==> src/rtl/pp_regs_pkg.sv <==
// Package: map, field layout and reset values of the single-pair PMA group
package pp_regs_pkg;
  localparam int ADDR_W = 23;
  localparam int DATA_W = 32;
  localparam int REG_W = 16;
  // Byte address = {device[4:0], register index[15:0], 2'b00}
  localparam int DEV_LSB = 18;
  localparam int DEV_W = 5;
  localparam int IDX_LSB = 2;
  localparam logic [DEV_W-1:0] PMA_DEVICE = 5'h01;
  localparam logic [15:0] IDX_SECOND_STATUS = 16'h0008;
  localparam logic [15:0] IDX_TRANSMIT_DISABLE = 16'h0009;
  localparam logic [15:0] IDX_EXTENDED_ABILITIES = 16'h000B;
  localparam logic [15:0] IDX_SINGLE_PAIR_ABILITY = 16'h0012;
  localparam logic [15:0] IDX_SINGLE_PAIR_CONTROL = 16'h0834;
  localparam logic [15:0] RST_SECOND_STATUS = 16'h8301;
  localparam logic [15:0] RST_TRANSMIT_DISABLE = 16'h0000;
  localparam logic [15:0] RST_EXTENDED_ABILITIES = 16'h0800;
  localparam logic [15:0] RST_SINGLE_PAIR_ABILITY = 16'h0004;
  localparam logic [15:0] RST_SINGLE_PAIR_CONTROL = 16'h8002;
  // Second status, transmit-disable and ability word fields
  localparam int PRESENCE_MSB = 15;
  localparam int PRESENCE_LSB = 14;
  localparam logic [1:0] PRESENCE_VALUE = 2'h2;
  localparam int EXT_ABLE_BIT = 9;
  localparam int TX_OFF_ABLE_BIT = 8;
  localparam int LOOPBACK_ABLE_BIT = 0;
  localparam int TRANSMIT_OFF_BIT = 0;
  localparam int SINGLE_PAIR_ABLE_BIT = 11;
  localparam int SHORT_REACH_BIT = 3;
  localparam int LONG_REACH_BIT = 2;
  localparam int GIGABIT_BIT = 1;
  localparam int FAST_BIT = 0;
  // Single-pair control word fields
  localparam int CTRL_RSVD_BIT = 15;
  localparam int LEADER_BIT = 14;
  localparam int TYPE_MSB = 3;
  localparam int TYPE_LSB = 0;
  localparam logic [3:0] TYPE_FAST = 4'h0;
  localparam logic [3:0] TYPE_GIGABIT = 4'h1;
  localparam logic [3:0] TYPE_LONG_REACH = 4'h2;
  localparam logic [3:0] TYPE_SHORT_REACH = 4'h3;
  localparam logic [1:0] RESP_OKAY = 2'h0;
  localparam logic [1:0] RESP_SLVERR = 2'h2;

  typedef enum logic [2:0] {
    SEL_NONE, SEL_STATUS2, SEL_TXDIS, SEL_EXTABL, SEL_SPABL, SEL_SPCTRL
  } pp_sel_t;

  // Writable state of the control word
  typedef struct packed {
    logic leader_select;
    logic [3:0] phy_type_selector;
  } pp_ctrl_t;

  // Configuration that the link logic acts on
  typedef struct packed {
    logic link_leader;
    logic [3:0] phy_type;
    logic transmit_off;
  } pp_link_cfg_t;
endpackage : pp_regs_pkg

==> src/rtl/pp_regs.sv <==
// Single-pair PMA ability and control registers behind an AXI4-Lite slave
//
// Operation
// - Decode registers only in device address one
// - Presence field of status two reads 10
// - Status two bit 9 reads one
// - Status two bit 8 reads one
// - Status two bit 0 reads one
// - Transmit-off bit one suppresses line transmitter
// - Extended abilities bit 11 reads one
// - Single-pair ability register ignores all writes
// - Ability bit 2 always reads one
// - Ability bit 3 always reads zero
// - Ability bit 1 always reads zero
// - Ability bit 0 always reads zero
// - Leader-select one makes leader, zero follower
// - Leader-select ignored while autonegotiation enabled
// - Type selector resets to 0010, four codes
// - Type selector applies only when forced, no autonegotiation
//
// Chosen here: the AXI4-Lite register port.
`timescale 1ns/1ps
`default_nettype none
module pp_regs
  import pp_regs_pkg::*;
(
  input wire logic aclk, // 125 MHz clock
  input wire logic aresetn, // Synchronous reset, active low
  input wire logic [ADDR_W-1:0] s_axi_awaddr, // Write address
  input wire logic [2:0] s_axi_awprot, // Unused protection
  input wire logic s_axi_awvalid, // Write address valid
  output logic s_axi_awready, // Write address ready
  input wire logic [DATA_W-1:0] s_axi_wdata, // Write data
  input wire logic [DATA_W/8-1:0] s_axi_wstrb, // Byte enables
  input wire logic s_axi_wvalid, // Write data valid
  output logic s_axi_wready, // Write data ready
  output logic [1:0] s_axi_bresp, // Write response
  output logic s_axi_bvalid, // Write response valid
  input wire logic s_axi_bready, // Write response ready
  input wire logic [ADDR_W-1:0] s_axi_araddr, // Read address
  input wire logic [2:0] s_axi_arprot, // Unused protection
  input wire logic s_axi_arvalid, // Read address valid
  output logic s_axi_arready, // Read address ready
  output logic [DATA_W-1:0] s_axi_rdata, // Read data
  output logic [1:0] s_axi_rresp, // Read response
  output logic s_axi_rvalid, // Read data valid
  input wire logic s_axi_rready, // Read data ready
  input wire logic leader_strap, // Role strap pin, asynchronous
  input wire logic an_enable, // Autonegotiation enabled
  input wire logic forced_config, // Forced link configuration mode
  input wire logic an_leader, // Negotiated role, 1 = leader
  input wire logic [3:0] an_phy_type, // Negotiated PHY type code
  output pp_link_cfg_t link_cfg // Role, type and transmit-off
);

  pp_ctrl_t ctrl;
  logic transmit_off;
  logic strap_pending;
  logic [2:0] strap_sync;
  logic [2:0] strap_fill;
  logic aw_held;
  logic w_held;
  logic [ADDR_W-1:0] aw_addr;
  logic [DATA_W-1:0] w_data;
  logic [DATA_W/8-1:0] w_strb;
  logic do_write;
  pp_sel_t wr_sel;
  pp_sel_t rd_sel;
  logic [REG_W-1:0] rd_word;

  function automatic pp_sel_t decode(input logic [ADDR_W-1:0] addr);
    logic [15:0] idx;
    idx = addr[IDX_LSB +: 16];
    decode = SEL_NONE;
    if (addr[DEV_LSB +: DEV_W] == PMA_DEVICE) begin
      case (idx)
        IDX_SECOND_STATUS: decode = SEL_STATUS2;
        IDX_TRANSMIT_DISABLE: decode = SEL_TXDIS;
        IDX_EXTENDED_ABILITIES: decode = SEL_EXTABL;
        IDX_SINGLE_PAIR_ABILITY: decode = SEL_SPABL;
        IDX_SINGLE_PAIR_CONTROL: decode = SEL_SPCTRL;
        default: decode = SEL_NONE;
      endcase
    end
  endfunction : decode

  // Write channel: address and data taken independently, then combined
  assign s_axi_awready = !aw_held;
  assign s_axi_wready = !w_held;
  assign do_write = aw_held && w_held && !s_axi_bvalid;
  assign wr_sel = decode(aw_addr);

  always_ff @(posedge aclk) begin
    if (!aresetn) begin
      aw_held <= 1'b0;
      aw_addr <= '0;
    end else if (s_axi_awvalid && s_axi_awready) begin
      aw_held <= 1'b1;
      aw_addr <= s_axi_awaddr;
    end else if (do_write) begin
      aw_held <= 1'b0;
    end
  end

  always_ff @(posedge aclk) begin
    if (!aresetn) begin
      w_held <= 1'b0;
      w_data <= '0;
      w_strb <= '0;
    end else if (s_axi_wvalid && s_axi_wready) begin
      w_held <= 1'b1;
      w_data <= s_axi_wdata;
      w_strb <= s_axi_wstrb;
    end else if (do_write) begin
      w_held <= 1'b0;
    end
  end

  always_ff @(posedge aclk) begin
    if (!aresetn) begin
      s_axi_bvalid <= 1'b0;
      s_axi_bresp <= RESP_OKAY;
    end else if (do_write) begin
      s_axi_bvalid <= 1'b1;
      s_axi_bresp <= (wr_sel == SEL_NONE) ? RESP_SLVERR : RESP_OKAY;
    end else if (s_axi_bready) begin
      s_axi_bvalid <= 1'b0;
    end
  end

  // Strap synchroniser; only stages two and three are compared
  always_ff @(posedge aclk) begin
    if (!aresetn) begin
      strap_sync <= 3'h0;
    end else begin
      strap_sync <= {strap_sync[1:0], leader_strap};
    end
  end

  // Stages hold reset zeros at first; agreement counts only once filled
  always_ff @(posedge aclk) begin
    if (!aresetn) begin
      strap_fill <= 3'h0;
    end else begin
      strap_fill <= {strap_fill[1:0], 1'b1};
    end
  end

  // Transmit-off; read-only words have no write path at all
  always_ff @(posedge aclk) begin
    if (!aresetn) begin
      transmit_off <= RST_TRANSMIT_DISABLE[TRANSMIT_OFF_BIT];
    end else if (do_write && wr_sel == SEL_TXDIS && w_strb[0]) begin
      transmit_off <= w_data[TRANSMIT_OFF_BIT];
    end
  end

  // Leader select waits for a settled strap after reset
  always_ff @(posedge aclk) begin
    if (!aresetn) begin
      strap_pending <= 1'b1;
      ctrl.leader_select <= RST_SINGLE_PAIR_CONTROL[LEADER_BIT];
    end else if (do_write && wr_sel == SEL_SPCTRL && w_strb[1]) begin
      strap_pending <= 1'b0;
      ctrl.leader_select <= w_data[LEADER_BIT];
    end else if (strap_pending && strap_fill[2]
                 && strap_sync[1] == strap_sync[2]) begin
      strap_pending <= 1'b0;
      ctrl.leader_select <= strap_sync[2];
    end
  end

  // Reserved codes are stored as written; software keeps to long reach
  always_ff @(posedge aclk) begin
    if (!aresetn) begin
      ctrl.phy_type_selector <= RST_SINGLE_PAIR_CONTROL[TYPE_MSB:TYPE_LSB];
    end else if (do_write && wr_sel == SEL_SPCTRL && w_strb[0]) begin
      ctrl.phy_type_selector <= w_data[TYPE_MSB:TYPE_LSB];
    end
  end

  // Read channel: one request in flight, data registered
  assign s_axi_arready = !s_axi_rvalid;
  assign rd_sel = decode(s_axi_araddr);

  always_comb begin
    rd_word = '0;
    case (rd_sel)
      SEL_STATUS2: begin
        rd_word[PRESENCE_MSB:PRESENCE_LSB] = PRESENCE_VALUE;
        rd_word[EXT_ABLE_BIT] = 1'b1;
        rd_word[TX_OFF_ABLE_BIT] = 1'b1;
        rd_word[LOOPBACK_ABLE_BIT] = 1'b1;
      end
      SEL_TXDIS: begin
        rd_word[TRANSMIT_OFF_BIT] = transmit_off;
      end
      SEL_EXTABL: begin
        rd_word[SINGLE_PAIR_ABLE_BIT] = 1'b1;
      end
      SEL_SPABL: begin
        rd_word[LONG_REACH_BIT] = 1'b1;
        rd_word[SHORT_REACH_BIT] = 1'b0;
        rd_word[GIGABIT_BIT] = 1'b0;
        rd_word[FAST_BIT] = 1'b0;
      end
      SEL_SPCTRL: begin
        rd_word = RST_SINGLE_PAIR_CONTROL;
        rd_word[LEADER_BIT] = ctrl.leader_select;
        rd_word[TYPE_MSB:TYPE_LSB] = ctrl.phy_type_selector;
      end
      default: begin
        rd_word = '0;
      end
    endcase
  end

  always_ff @(posedge aclk) begin
    if (!aresetn) begin
      s_axi_rvalid <= 1'b0;
      s_axi_rdata <= '0;
      s_axi_rresp <= RESP_OKAY;
    end else if (s_axi_arvalid && s_axi_arready) begin
      s_axi_rvalid <= 1'b1;
      s_axi_rdata <= {{(DATA_W-REG_W){1'b0}}, rd_word};
      s_axi_rresp <= (rd_sel == SEL_NONE) ? RESP_SLVERR : RESP_OKAY;
    end else if (s_axi_rready) begin
      s_axi_rvalid <= 1'b0;
    end
  end

  // Link configuration, registered so outputs come from flip-flops
  always_ff @(posedge aclk) begin
    if (!aresetn) begin
      link_cfg.link_leader <= 1'b0;
      link_cfg.phy_type <= TYPE_LONG_REACH;
      link_cfg.transmit_off <= 1'b0;
    end else begin
      link_cfg.link_leader <= an_enable ? an_leader
                                        : ctrl.leader_select;
      link_cfg.phy_type <= (!an_enable && forced_config)
                           ? ctrl.phy_type_selector
                           : an_phy_type;
      link_cfg.transmit_off <= transmit_off;
    end
  end

endmodule : pp_regs
`default_nettype wire

==> config.mk <==
export PLATFORM = sky130hd
export DESIGN_NAME = pp_regs
export DESIGN_NICKNAME = d
export VERILOG_FILES = /design/src/rtl/pp_regs_pkg.sv /design/src/rtl/pp_regs.sv
export SDC_FILE = /design/constraint.sdc
export NUM_CORES = 1
export LEC_CHECK = 0
export ABC_AREA = 1
export BUFFER_PORTS_ARGS = -buffer_cell sky130_fd_sc_hd__clkbuf_2
export CAP_MARGIN = 20
export CELL_PAD_IN_SITES_DETAIL_PLACEMENT = 1
export CELL_PAD_IN_SITES_GLOBAL_PLACEMENT = 2
export CORE_MARGIN = 2
export CORE_UTILIZATION = 21
export CTS_CLUSTER_DIAMETER = 30
export DETAILED_ROUTE_END_ITERATION = 7
export HOLD_SLACK_MARGIN = 0.03
export PLACE_DENSITY_LB_ADDON = 0.1
export SYNTH_ARGS = -nofsm -noshare
export SYNTH_HDL_FRONTEND = slang
export SYNTH_SLANG_ARGS = --single-unit
export TNS_END_PERCENT = 1
==> constraint.sdc <==
create_clock -name aclk -period 1.2 [get_ports aclk]
set_input_delay 0.24 -clock aclk [delete_from_list [all_inputs] [get_ports aclk]]
set_output_delay 0.24 -clock aclk [all_outputs]
set_load 0.005 [all_outputs]
# --- After elaboration in Yosys (flattened, before gate mapping) ---
# Index checks and enable logic that the tools add are counted.
totals:
  ff_bits: 76
  inputBits: 103
  elab_cells: 90
classes:
  n_mux: 25
  reduce_logical: 25
  eq_ne: 20
op_table:
  columns: ["cell", "count"]
  rows:
  - ["16-bit by 4-bit equality test with 1-bit output, second input constant", 6]
  - ["16-bit by 12-bit equality test with 1-bit output, second input constant", 2]
  - ["16-bit by 5-bit equality test with 1-bit output, second input constant", 2]
  - ["3-bit case mux with 5 select lines", 2]
  - ["1-bit two-way mux", 14]
  - ["1-bit logical AND", 13]
  - ["5-bit by 1-bit equality test with 1-bit output, second input constant", 2]
  - ["2-bit nonzero test", 5]
  - ["3-bit by 2-bit equality test with 1-bit output, second input constant", 3]
  - ["3-bit equality test, second input constant", 3]
  - ["3-bit logical NOT", 2]
  - ["2-bit two-way mux", 3]
  - ["3-bit two-way mux", 2]
  - ["3-bit case mux with 2 select lines", 1]
  - ["1-bit logical NOT", 5]
  - ["4-bit two-way mux", 1]
  - ["2-bit case mux with 2 select lines", 1]
  - ["3-bit by 1-bit equality test with 1-bit output, second input constant", 1]
  - ["1-bit case mux with 3 select lines", 1]
  - ["1-bit equality test", 1]

# --- Longest topological paths before layout ---
# Gate-level depths: netlist of run 1.
depth:
  ltp_word: 7
  depth_mapped: 12
  depth_no_buf: 12

# --- Worst setup path after synthesis of run 1 ---
# No wires, ideal clock.
synth_path:
  path_kind: "register -> register"
  startpoint: "reg aw_addr[5]"
  endpoint: "reg ctrl[0] (netlist name)"
  setup_slack_ns: -0.139
  stages_incl_launch_ff: 12
  arrival_ns: 1.225
  path_buffers: 0
  required_ns: 1.086
  setup_ns: 0.114
  period_less_slack_ns: 1.339
  path_cell_list: "dfxtp_1 inv_2 nor2_4 nand2_1 nor2_2 nand3_1 nand2_2 nor2_4 nand3_4 inv_4 o21ai_2 nor2_2"
synth_between:
  elab_chain_cells: 6
synth_rtl:
  columns: ["item", "line", "text"]
  rows:
  - ["from (decl)", "pp_regs.sv:63", "logic [ADDR_W-1:0] aw_addr;"]
  - ["from (signal assigned)", "pp_regs.sv:99", "aw_addr <= s_axi_awaddr;"]
  - ["16-bit by 12-bit equality test with 1-bit output (tied with other cells)", "pp_regs.sv:76", "case (idx)"]
  - ["3-bit case mux with 5 select lines (*)", "pp_regs.sv:76", null]
  - ["3-bit two-way mux (*)", "pp_regs.sv:75", "if (addr[DEV_LSB +: DEV_W] == PMA_DEVICE) begin"]
  - ["3-bit equality test (*)", "pp_regs.sv:177", "end else if (do_write && wr_sel == SEL_SPCTRL && w_strb[0]) begin"]
  - ["1-bit logical AND (*) (2 in a row)", "pp_regs.sv:177", null]
  - ["to (decl)", "pp_regs.sv:56", "pp_ctrl_t ctrl;"]
# Every way passes the cells marked *; elsewhere a longest branch is shown, timed or not.
# A chain may end at the register's enable or synchronous reset.

# --- Worst setup path in the final report of run 1 ---
layout_path:
  startpoint: "reg aw_addr[5]"
  endpoint: "reg ctrl[2] (netlist name)"
# The elaborated chain is that of the path after synthesis.

==> results of run 1 <==
## metal layers
layer / routed length (µm) / global-route usage (%)
met5: 0 / 0
met4: 97 / 3.34
met3: 513 / 4.24
met2: 4430 / 22.3
met1: 3760 / 13.7
## sequential cells by signal, indices dropped and copies added (netlist names)
signal	count
transmit_off	1
strap_pending	1
strap_fill	3
w_data	5
s_axi_rresp	1
link_cfg	6
s_axi_rvalid	1
aw_held	1
s_axi_rdata	8
strap_sync	3
ctrl	5
w_held	1
s_axi_bvalid	1
s_axi_bresp	1
aw_addr	21
w_strb	2
## final timing paths
check	start	slack [ns]	endpoint	cells past startpoint
setup reg to reg	aw_addr[5]	-0.27	ctrl[2]	10
hold / removal	leader_strap	0.10	strap_sync[0]	3
hold reg to reg	strap_fill[0]	0.41	strap_fill[1]	2
setup / recovery	aw_addr[5]	-0.27	ctrl[2]	10
## area by class of cell
type / instances / area share, %
flip-flops and latches: 61 / 29.0
clock buffers: 13 / 5.87
well taps: 180 / 5.28
clock inverters: 2 / 0.235
inverters: 43 / 3.93
multi-input cells: 305 / 35.6
repair buffers: 139 / 20.1
## worst max-delay path, stage by stage (launching register included)
cell	delay, ns
sky130_fd_sc_hd__dfxtp_4	0.36
sky130_fd_sc_hd__inv_2	0.05
sky130_fd_sc_hd__nor2_4	0.14
sky130_fd_sc_hd__nand2_2	0.06
sky130_fd_sc_hd__nor2_2	0.13
sky130_fd_sc_hd__nand4_1	0.16
sky130_fd_sc_hd__nand2_2	0.15
sky130_fd_sc_hd__nand3_4	0.12
sky130_fd_sc_hd__inv_4	0.10
sky130_fd_sc_hd__o21ai_2	0.06
sky130_fd_sc_hd__nor2_2	0.08
## report_power, final
group,switching (W),internal (W),total [W]
clock network,0.000863,0.00143,0.00230
logic,0.000433,0.000388,0.000821
registers,0.0000842,0.00216,0.00224
## timing repair
item	CTS	global route
resized for setup	15	20
buffers inserted	2	2
cloned	0	0
endpoints found under the setup margin	14	27
pin swaps	7	13
## stage by stage
stage,instances,total power (W),hold WS [ns]
2_1_floorplan,445,0.00269,0.268
3_3_place_gp,724,0.00305,0.397
3_5_place_dp,724,0.00306,0.399
4_1_cts,741,0.00546,0.0898
5_1_grt,743,0.00572,0.106
6_report,743,0.00536,0.102
## cells in the final DEF, fill, tap and decap left out, types with 4 or more instances in the layout
cell type                   instances
sky130_fd_sc_hd__clkbuf_2          85
sky130_fd_sc_hd__nor2_1            80
sky130_fd_sc_hd__nand2_1           54
sky130_fd_sc_hd__buf_4             52
sky130_fd_sc_hd__dfxtp_1           50
sky130_fd_sc_hd__inv_1             35
sky130_fd_sc_hd__o21ai_0           33
sky130_fd_sc_hd__conb_1            25
sky130_fd_sc_hd__nand3_1           21
sky130_fd_sc_hd__a21oi_1           18
sky130_fd_sc_hd__nor2_2            16
sky130_fd_sc_hd__nand4_1           12
sky130_fd_sc_hd__dfxtp_2           10
sky130_fd_sc_hd__nor2_4             9
sky130_fd_sc_hd__clkbuf_16          9
sky130_fd_sc_hd__nand2_2            7
sky130_fd_sc_hd__inv_2              6
sky130_fd_sc_hd__nor3_2             6
sky130_fd_sc_hd__o21ai_1            5
sky130_fd_sc_hd__nor3_1             4
## cell families (layout without fill, tap and decap cells)
logic type | Yosys count | after routing | synth area share [%]
simple gates | 216 | 216 | 34.2
buf+inv | 79 | 197 | 13.3
compound gates | 63 | 63 | 11.3
flops | 61 | 61 | 40.8
other cells | 1 | 25 | 0.125
xor+xnor | 1 | 1 | 0.293
==> results.md, run 1 <==
* Crit path required time at 1.46 ns
* Area after detailed placement at 3900 µm²
* Count leader, synth: sky130_fd_sc_hd__nor2_1
* Final instance area at 4270 µm²
* Number of design-rule violations left by the first detailed-router iteration at 75
* Number of flops mapped to enable cells by yosys at 0
* Portion of synthesized cell area occupied by the leading cell type at 40.8%
* Multi-input gate area in the final layout at 1520 µm²
* Finished Core Util at 30.7%
* Tightest Hold Check Type: in -> reg
* Count of unresolved DRC violations after routing at 0
* TritonCTS buffer count at 9
* Total number of yosys warnings at 0
* Run status: finished, violations left
* Setup Skew at 0.00507 ns
* Count of endpoints failing setup in the final report at 9
* Post-DP HPWL at 7080 µm
* Top-Level Pins at 150
* Accumulated negative setup slack at -1.85 ns
* Initial antenna violation count at 0
* Pin count of the biggest net entering global routing at 31
* Cell types with the highest counts after synthesis: sky130_fd_sc_hd__nor2_1, sky130_fd_sc_hd__dfxtp_1, sky130_fd_sc_hd__nand2_1
* Pwr dens at 1260 nW/µm²
* Drt via density at 4.12
* GRT overflow at 0
* H-tree lvl count at 3
* WS Path Type: reg -> reg
* Data arrival time at the worst-slack endpoint at 1.73 ns
* Die H at 123 µm
* Die span in x at 123 µm
* Register area share after synthesis at 40.8%
* Cell accounting for the most synthesized area: sky130_fd_sc_hd__dfxtp_1
* CTS tree: done
* Count of state elements after synthesis at 61
* Total track usage at 12.3%
* Most used DFF post-synth: sky130_fd_sc_hd__dfxtp_1
* Number of vias in the routed layout at 3059
* Vias in the first global route at 3173
* Leak Pwr at 2.02 nW
* Critical Path End Type: register
* Maximum clock frequency at 681 MHz
* Top post-synthesis cells by area: sky130_fd_sc_hd__dfxtp_1, sky130_fd_sc_hd__nor2_1, sky130_fd_sc_hd__nand2_1
* WL final at 8800 µm
* Clock-pin slew on the worst setup and hold paths at 0.05 ns
* Proportion of register bits with asynchronous set or reset after synthesis at 0%
* Max-cap violations at 0
* CTS Sinks at 61
* Die area at 15200 µm²
* Antenna Violating Nets Remaining at 0
* Nets at 662
* Fill cell count at 1766
* First-pass GRT wire length at 14600 µm
* Effective utilization at floorplan at 21.6%
* Crit path launch type: register
* Routability Congestion at 0.774
* Clk_lat worst skew at 0.33 ns
* Combined area of all synthesized cells at 2990 µm²
* Post-layout worst setup margin at -0.268 ns
* Syn Area/Cell at 7.11 µm²
* Register area at 1240 µm²
* Unrepaired setup endpoints after global routing: yes
* Failing checks: setup timing
* Port Buffers at 85
* Distinct cells, synth at 31
* Average wire per cell in the routed design at 11.8 µm
* Largest vdd supply drop at 0.535 mV
* Pins over their slew limit at 0
* Core area at 13900 µm²
* Layout overhead on the synthesized area at 42.6%
* Number of antenna diodes at 0
* Final Hold Viols at 0
* Clock tree buffer depth at 2
* Total iterations of the first detailed-routing run at 4
* Minimum clock period at 1.47 ns
* Post-placement worst setup slack at -0.376 ns
* Count of mapped cells out of synthesis at 421
* Fraction of layout instances using a drive strength above 1 at 38.4%
* FP Rows at 43
* Number of buffers inserted by hold repair at cts at 0
* Worst Path Max Fanout at 5
* Root buffer cell: sky130_fd_sc_hd__clkbuf_16
* Final period util at 122%
Note: power is estimated with default switching activity, not from simulation.
==> inputs of run 2 (changes only) <==
--- a/config.mk
+++ b/config.mk
@@ -10,9 +10,10 @@
 export CAP_MARGIN = 20
 export CELL_PAD_IN_SITES_DETAIL_PLACEMENT = 1
 export CELL_PAD_IN_SITES_GLOBAL_PLACEMENT = 2
+export CORE_ASPECT_RATIO = 1.75
 export CORE_MARGIN = 2
 export CORE_UTILIZATION = 21
-export CTS_CLUSTER_DIAMETER = 30
+export CTS_CLUSTER_DIAMETER = 120
 export DETAILED_ROUTE_END_ITERATION = 7
 export HOLD_SLACK_MARGIN = 0.03
 export PLACE_DENSITY_LB_ADDON = 0.1
==> run 2 against run 1 <==
The flow still finishes with violations (setup timing). Design area up 2.6%. Routed wire length grew 5.7%. Cell count grew 0.40%. Register-to-register slack lost 0.06 ns. Setup slack got worse by 0.057 ns. Clock power increased by 17%. Non-clock buffer count increased by 5. First-iteration DRC count shrank 21%. Sequential power hardly changed. Flip-flop and latch count did not move. Critical path depth stayed put.
==> results.md, run 2 (synthesized netlist as in run 1, its figures left out) <==
* Run status: finished, violations left
* Failing checks: setup timing
* Startpoint of the most critical hold path: leader_strap
* R2r setup slk at -0.32 ns
* Clk_lat worst skew at 0.33 ns
* Critical Path End Type: register
* CTS Sinks at 61
* Post-layout worst setup margin at -0.325 ns
* Number of design-rule violations left by the first detailed-router iteration at 59
* Crit-path cells: nor2_4 > nand2_2 > nor2_4 > nand2_1 > nand2_1 > nand2_2 > nor2_4 > nand3_4 > nor2_1 > nor2_2
* Setup Skew at 0.00729 ns
* H-tree lvl count at 3
* Final period util at 127%
* Pin count of the biggest net entering global routing at 31
* Most frequent standard cell in the layout excluding fill and tap cells: sky130_fd_sc_hd__clkbuf_2
* Pins over their slew limit at 0
* Routability Congestion at 0.853
* CTS tree: done
* Worst-case hold path end point: strap_sync[0]
* Register name with the most flops: aw_addr
* Crit path launch type: register
* Crit path required time at 1.42 ns
* Nets at 667
* Data arrival time at the worst-slack endpoint at 1.75 ns
* Largest vdd supply drop at 0.681 mV
* Core area at 13900 µm²
* Minimum clock period at 1.52 ns
* Library cell appearing most often on the critical path: sky130_fd_sc_hd__nor2_4
* Maximum clock frequency at 656 MHz
* FP Rows at 57
* Antenna Violating Nets Remaining at 0
* Unrepaired setup endpoints after global routing: yes
* Count of endpoints failing setup in the final report at 8
* Max FFs per register at 21
* TritonCTS buffer count at 9
* Effective utilization at floorplan at 21.5%
* Total Power Consumption at 0.00578 W
* Initial antenna violation count at 0
* Max-cap violations at 0
* Fraction of layout instances using a drive strength above 1 at 39.7%
* Most frequent cells in the layout: sky130_fd_sc_hd__clkbuf_2, sky130_fd_sc_hd__nor2_1, sky130_fd_sc_hd__buf_4, sky130_fd_sc_hd__nand2_1, sky130_fd_sc_hd__dfxtp_1
* Count of unresolved DRC violations after routing at 0
* Port Buffers at 85
* Worst r2r dst: ctrl[2]
* Worst hold path stage count at 3
* Post-placement worst setup slack at -0.380 ns
* Top Registers: aw_addr (21), s_axi_rdata (8), link_cfg (6)
* Die area at 15300 µm²
* Number of buffers inserted by hold repair at cts at 0
* Worst Path Max Fanout at 5
* WS Path Type: reg -> reg
* WL final at 9310 µm
* Leak Pwr at 2.08 nW
* First-pass GRT wire length at 14900 µm
* Vias in the first global route at 3199
* Drt via density at 4.15
* Number of vias in the routed layout at 3096
* GRT overflow at 0
* Top-Level Pins at 150
* R2r startpoint: aw_addr[10]
* Total iterations of the first detailed-routing run at 3
* Maximum cell stage delay along the critical path at 0.33 ns
* Average wire per cell in the routed design at 12.5 µm
* Fill cell count at 1748
* Total track usage at 12.6%
* Clock-pin slew on the worst setup and hold paths at 0.05 ns
* Critical Path Slowest Stage Cell: sky130_fd_sc_hd__dfxtp_2
* Final Hold Viols at 0
* Root buffer cell: sky130_fd_sc_hd__clkbuf_16
* Layout overhead on the synthesized area at 46.2%
* Clock tree buffer depth at 2
* Die span in x at 94.2 µm
* Tightest Hold Check Type: in -> reg
* Post-DP HPWL at 7720 µm
* Register-to-Register Path Depth at 10
* Die H at 162 µm
* Pwr dens at 1320 nW/µm²
* Number of antenna diodes at 0
[run 2: cell type report]
type	instances	area, µm²	area share, %
clock buffer	11	253	5.77
clock inverter	5	58.8	1.34
inverter	43	164	3.74
multi-input combinational	305	1540	35.2
sequential	61	1240	28.2
tap	177	221	5.06
timing repair buffer	144	903	20.6
[run 2: worst max-delay path: cells and delay by family (launching register included)]
kind             cells  cell delay [ns]
flip-flops           1             0.33
AND/OR/NAND/NOR     10             1.10
[run 2: worst max path at each step]
stage                     from              end  slack, ns  cells after the start
2_1_floorplan      aw_addr[14]          ctrl[0]      -0.13                     10
3_3_place_gp        aw_addr[7]          ctrl[3]      -0.32                     11
3_5_place_dp   s_axi_araddr[9]  s_axi_rdata[14]      -0.38                     10
4_1_cts            aw_addr[12]          ctrl[2]      -0.31                     10
5_1_grt            aw_addr[10]          ctrl[4]      -0.43                     11
6_report           aw_addr[10]          ctrl[2]      -0.32                     10
[run 2: report_power, final]
group,total (W),leakage (nW),internal [W],switching (W)
Combinational,0.000848,1.42,0.000404,0.000445
Clock,0.00269,0.148,0.00172,0.000966
Sequential,0.00224,0.506,0.00216,0.0000878
Total,0.00578,2.08,0.00428,0.00150
[run 2: metal layers]
| metal | part of all wire, % | up-vias | wire, µm | track usage, % |
|---|---|---|---|---|
| met4 | 1.7 | 0 | 158 | 4.55 |
| li1 | - | 1582 | - | - |
| met1 | 34 | 1438 | 3150 | 11.6 |
| met5 | 0 | - | 0 | 0 |
| met3 | 4.6 | 10 | 431 | 2.88 |
| met2 | 60 | 66 | 5560 | 25.6 |
[run 2: metrics by stage]
stage	hold WS [ns]	area, µm²	cells	setup TNS [ns]	utilization (%)
floorplan	0.268	3080	445	-0.909	-
global placement	0.396	3910	722	-4.79	28.1
detailed placement	0.401	3910	722	-5.22	28.1
CTS	0.0917	4260	740	-2.12	30.6
global route	0.111	4380	746	-4.22	31.5
finish	0.0974	4380	746	-2.16	31.5
[run 2: what timing repair did]
| action | in CTS | in global routing |
|---|---|---|
| gates cloned | 0 | 0 |
| setup endpoints to repair | 14 | 24 |
| buffers inserted | 2 | 6 |
| pin swaps | 2 | 11 |
| resized for setup | 9 | 27 |
==> inputs of run 3 (changes only) <==
--- a/config.mk
+++ b/config.mk
@@ -9,10 +9,11 @@
 export BUFFER_PORTS_ARGS = -buffer_cell sky130_fd_sc_hd__clkbuf_2
 export CAP_MARGIN = 20
 export CELL_PAD_IN_SITES_DETAIL_PLACEMENT = 1
-export CELL_PAD_IN_SITES_GLOBAL_PLACEMENT = 2
+export CELL_PAD_IN_SITES_GLOBAL_PLACEMENT = 1
 export CORE_ASPECT_RATIO = 1.75
 export CORE_MARGIN = 2
-export CORE_UTILIZATION = 21
+export CORE_UTILIZATION = 29
+export CTS_BUF_LIST = sky130_fd_sc_hd__clkbuf_4
 export CTS_CLUSTER_DIAMETER = 120
 export DETAILED_ROUTE_END_ITERATION = 7
 export HOLD_SLACK_MARGIN = 0.03
==> run 3 against run 2 <==
The run still ends with setup timing left. Sequential power hardly changed. Design area is 3.1% lower. Via count is 2.1% higher. Hold slack worse by 0.039 ns. Clock-buffer cell count stayed put.
==> results.md, run 3 (synthesized netlist as in run 1, its figures left out) <==
* Setup Skew at 0.0230 ns
* Data arrival time at the worst-slack endpoint at 1.79 ns
* Run status: finished, violations left
* Minimum clock period at 1.48 ns
* GRT overflow at 0
* Vias in the first global route at 3238
* First-pass GRT wire length at 14300 µm
* Post-layout worst setup margin at -0.277 ns
* Pin count of the biggest net entering global routing at 31
* WS Path Type: reg -> reg
* Inst Count DP at 671
* WL final at 8630 µm
* Layout overhead on the synthesized area at 41.6%
* Fill cell count at 1349
* Largest vdd supply drop at 0.603 mV
* Unrepaired setup endpoints after global routing: yes
* CTS tree: done
* Initial antenna violation count at 0
* Maximum cell stage delay along the critical path at 0.34 ns
* Clock-pin slew on the worst setup and hold paths at 0.10 ns
* Crit path required time at 1.52 ns
* Number of design-rule violations left by the first detailed-router iteration at 54
* Count of unresolved DRC violations after routing at 0
* Register name with the most flops: aw_addr
* Count of endpoints failing setup in the final report at 14
* Final worst hold slack at 0.0579 ns
* Max-cap violations at 0
* Average wire per cell in the routed design at 12.2 µm
* Die area at 11200 µm²
* TritonCTS buffer count at 9
* Crit path launch type: register
* Die H at 138 µm
* Leak Pwr at 2.04 nW
* Core area at 10200 µm²
* Critical Path Slowest Stage Cell: sky130_fd_sc_hd__dfxtp_2
* Worst Path Max Fanout at 5
* Antenna Violating Nets Remaining at 0
* Clk_lat worst skew at 0.43 ns
* Fraction of layout instances using a drive strength above 1 at 37.7%
* Root buffer cell: sky130_fd_sc_hd__clkbuf_4
* Tightest Hold Check Type: in -> reg
* Register area at 1240 µm²
* Total track usage at 16.4%
* Port Buffers at 85
* Number of vias in the routed layout at 3162
* Pins over their slew limit at 0
* Post-placement worst setup slack at -0.349 ns
* Nets at 677
* Number of antenna diodes at 0
* Final Hold Viols at 0
* Total iterations of the first detailed-routing run at 4
* Failing checks: setup timing
* CTS Sinks at 61
* FP Rows at 49
* Area after detailed placement at 3840 µm²
* Final instance area at 4240 µm²
* Crit-path cells: nor2_2 > nand2_2 > nor2_4 > nand2_1 > nand2_1 > nand2_2 > nor2_4 > nand3_4 > nor2_1 > nor2_2
* Most frequent cells in the layout: sky130_fd_sc_hd__nor2_1, sky130_fd_sc_hd__clkbuf_2, sky130_fd_sc_hd__nand2_1, sky130_fd_sc_hd__buf_4, sky130_fd_sc_hd__dfxtp_1
* Post-DP HPWL at 6970 µm
* Clock tree buffer depth at 2
* Pwr dens at 1070 nW/µm²
* Die span in x at 80.8 µm
* Critical Path End Type: register
* Effective utilization at floorplan at 29.4%
* Final period util at 123%
* Final standard cell count with taps included and fillers excluded at 706
* Maximum clock frequency at 677 MHz
* Top-Level Pins at 150
* Max FFs per register at 21
* Drt via density at 4.48
* Routability Congestion at 0.807
* Top Registers: aw_addr (21), s_axi_rdata (8), link_cfg (6)
* H-tree lvl count at 3
* Multi-input gate area in the final layout at 1500 µm²
run 3: cell types whose count changed in the layout (fill, tap and decap cells not counted), sizes merged:
cell / before / now
buf: 60 / 53
clkinv: 3 / 4
dlygate4sd3: 0 / 17
inv: 42 / 41
run 3: critical path: cells and delay by family (launching register included):
kind	cells	cell delay, ns
DFF	1	0.34
and+or+nand+nor	10	1.04
run 3: cell type report:
| type | instances | share of cell area, % |
|---|---|---|
| clock buffers | 11 | 1.95 |
| clock inverters | 5 | 1.21 |
| inverters | 43 | 3.96 |
| well taps | 127 | 3.75 |
| repair buffers | 154 | 24.4 |
| multi-input cells | 305 | 35.4 |
| flip-flops and latches | 61 | 29.4 |
run 3: per-stage QoR:
step	setup TNS, ns	utilization [%]	total power, W
2_1_floorplan	-0.909	-	0.00269
3_3_place_gp	-3.97	37.7	0.00304
3_5_place_dp	-4.60	37.7	0.00306
4_1_cts	-2.27	41.1	0.00458
5_1_grt	-3.97	41.7	0.00483
6_report	-2.08	41.7	0.00453
run 3: final timing paths:
| check | start | to | slack (ns) | cells past startpoint |
|---|---|---|---|---|
| worst min-delay path | s_axi_wdata[3] | w_data[3] | 0.06 | 3 |
| worst min register to register | strap_fill[0] | strap_fill[1] | 0.42 | 2 |
| worst max register to register | aw_addr[15] | ctrl[2] | -0.28 | 10 |
| worst max-delay path | aw_addr[15] | ctrl[2] | -0.28 | 10 |
run 3: layer usage:
metal	global-route usage (%)	share of wire (%)
met4	5.98	1.6
met3	4.31	4.4
met1	15.0	35
met5	0	0
met2	32.7	59
run 3: what timing repair did:
item	CTS	global route
cloned	0	0
endpoints found under the setup margin	14	29
setup buffers	0	2
gates resized for setup	18	19
hold buffers	17	0
pin swaps	2	10
hold endpoints to repair	17	0
run 3: report_power, final:
group	internal (W)	switching, W
clock	0.000669	0.000761
sequential	0.00216	0.0000810
combinational	0.000421	0.000438
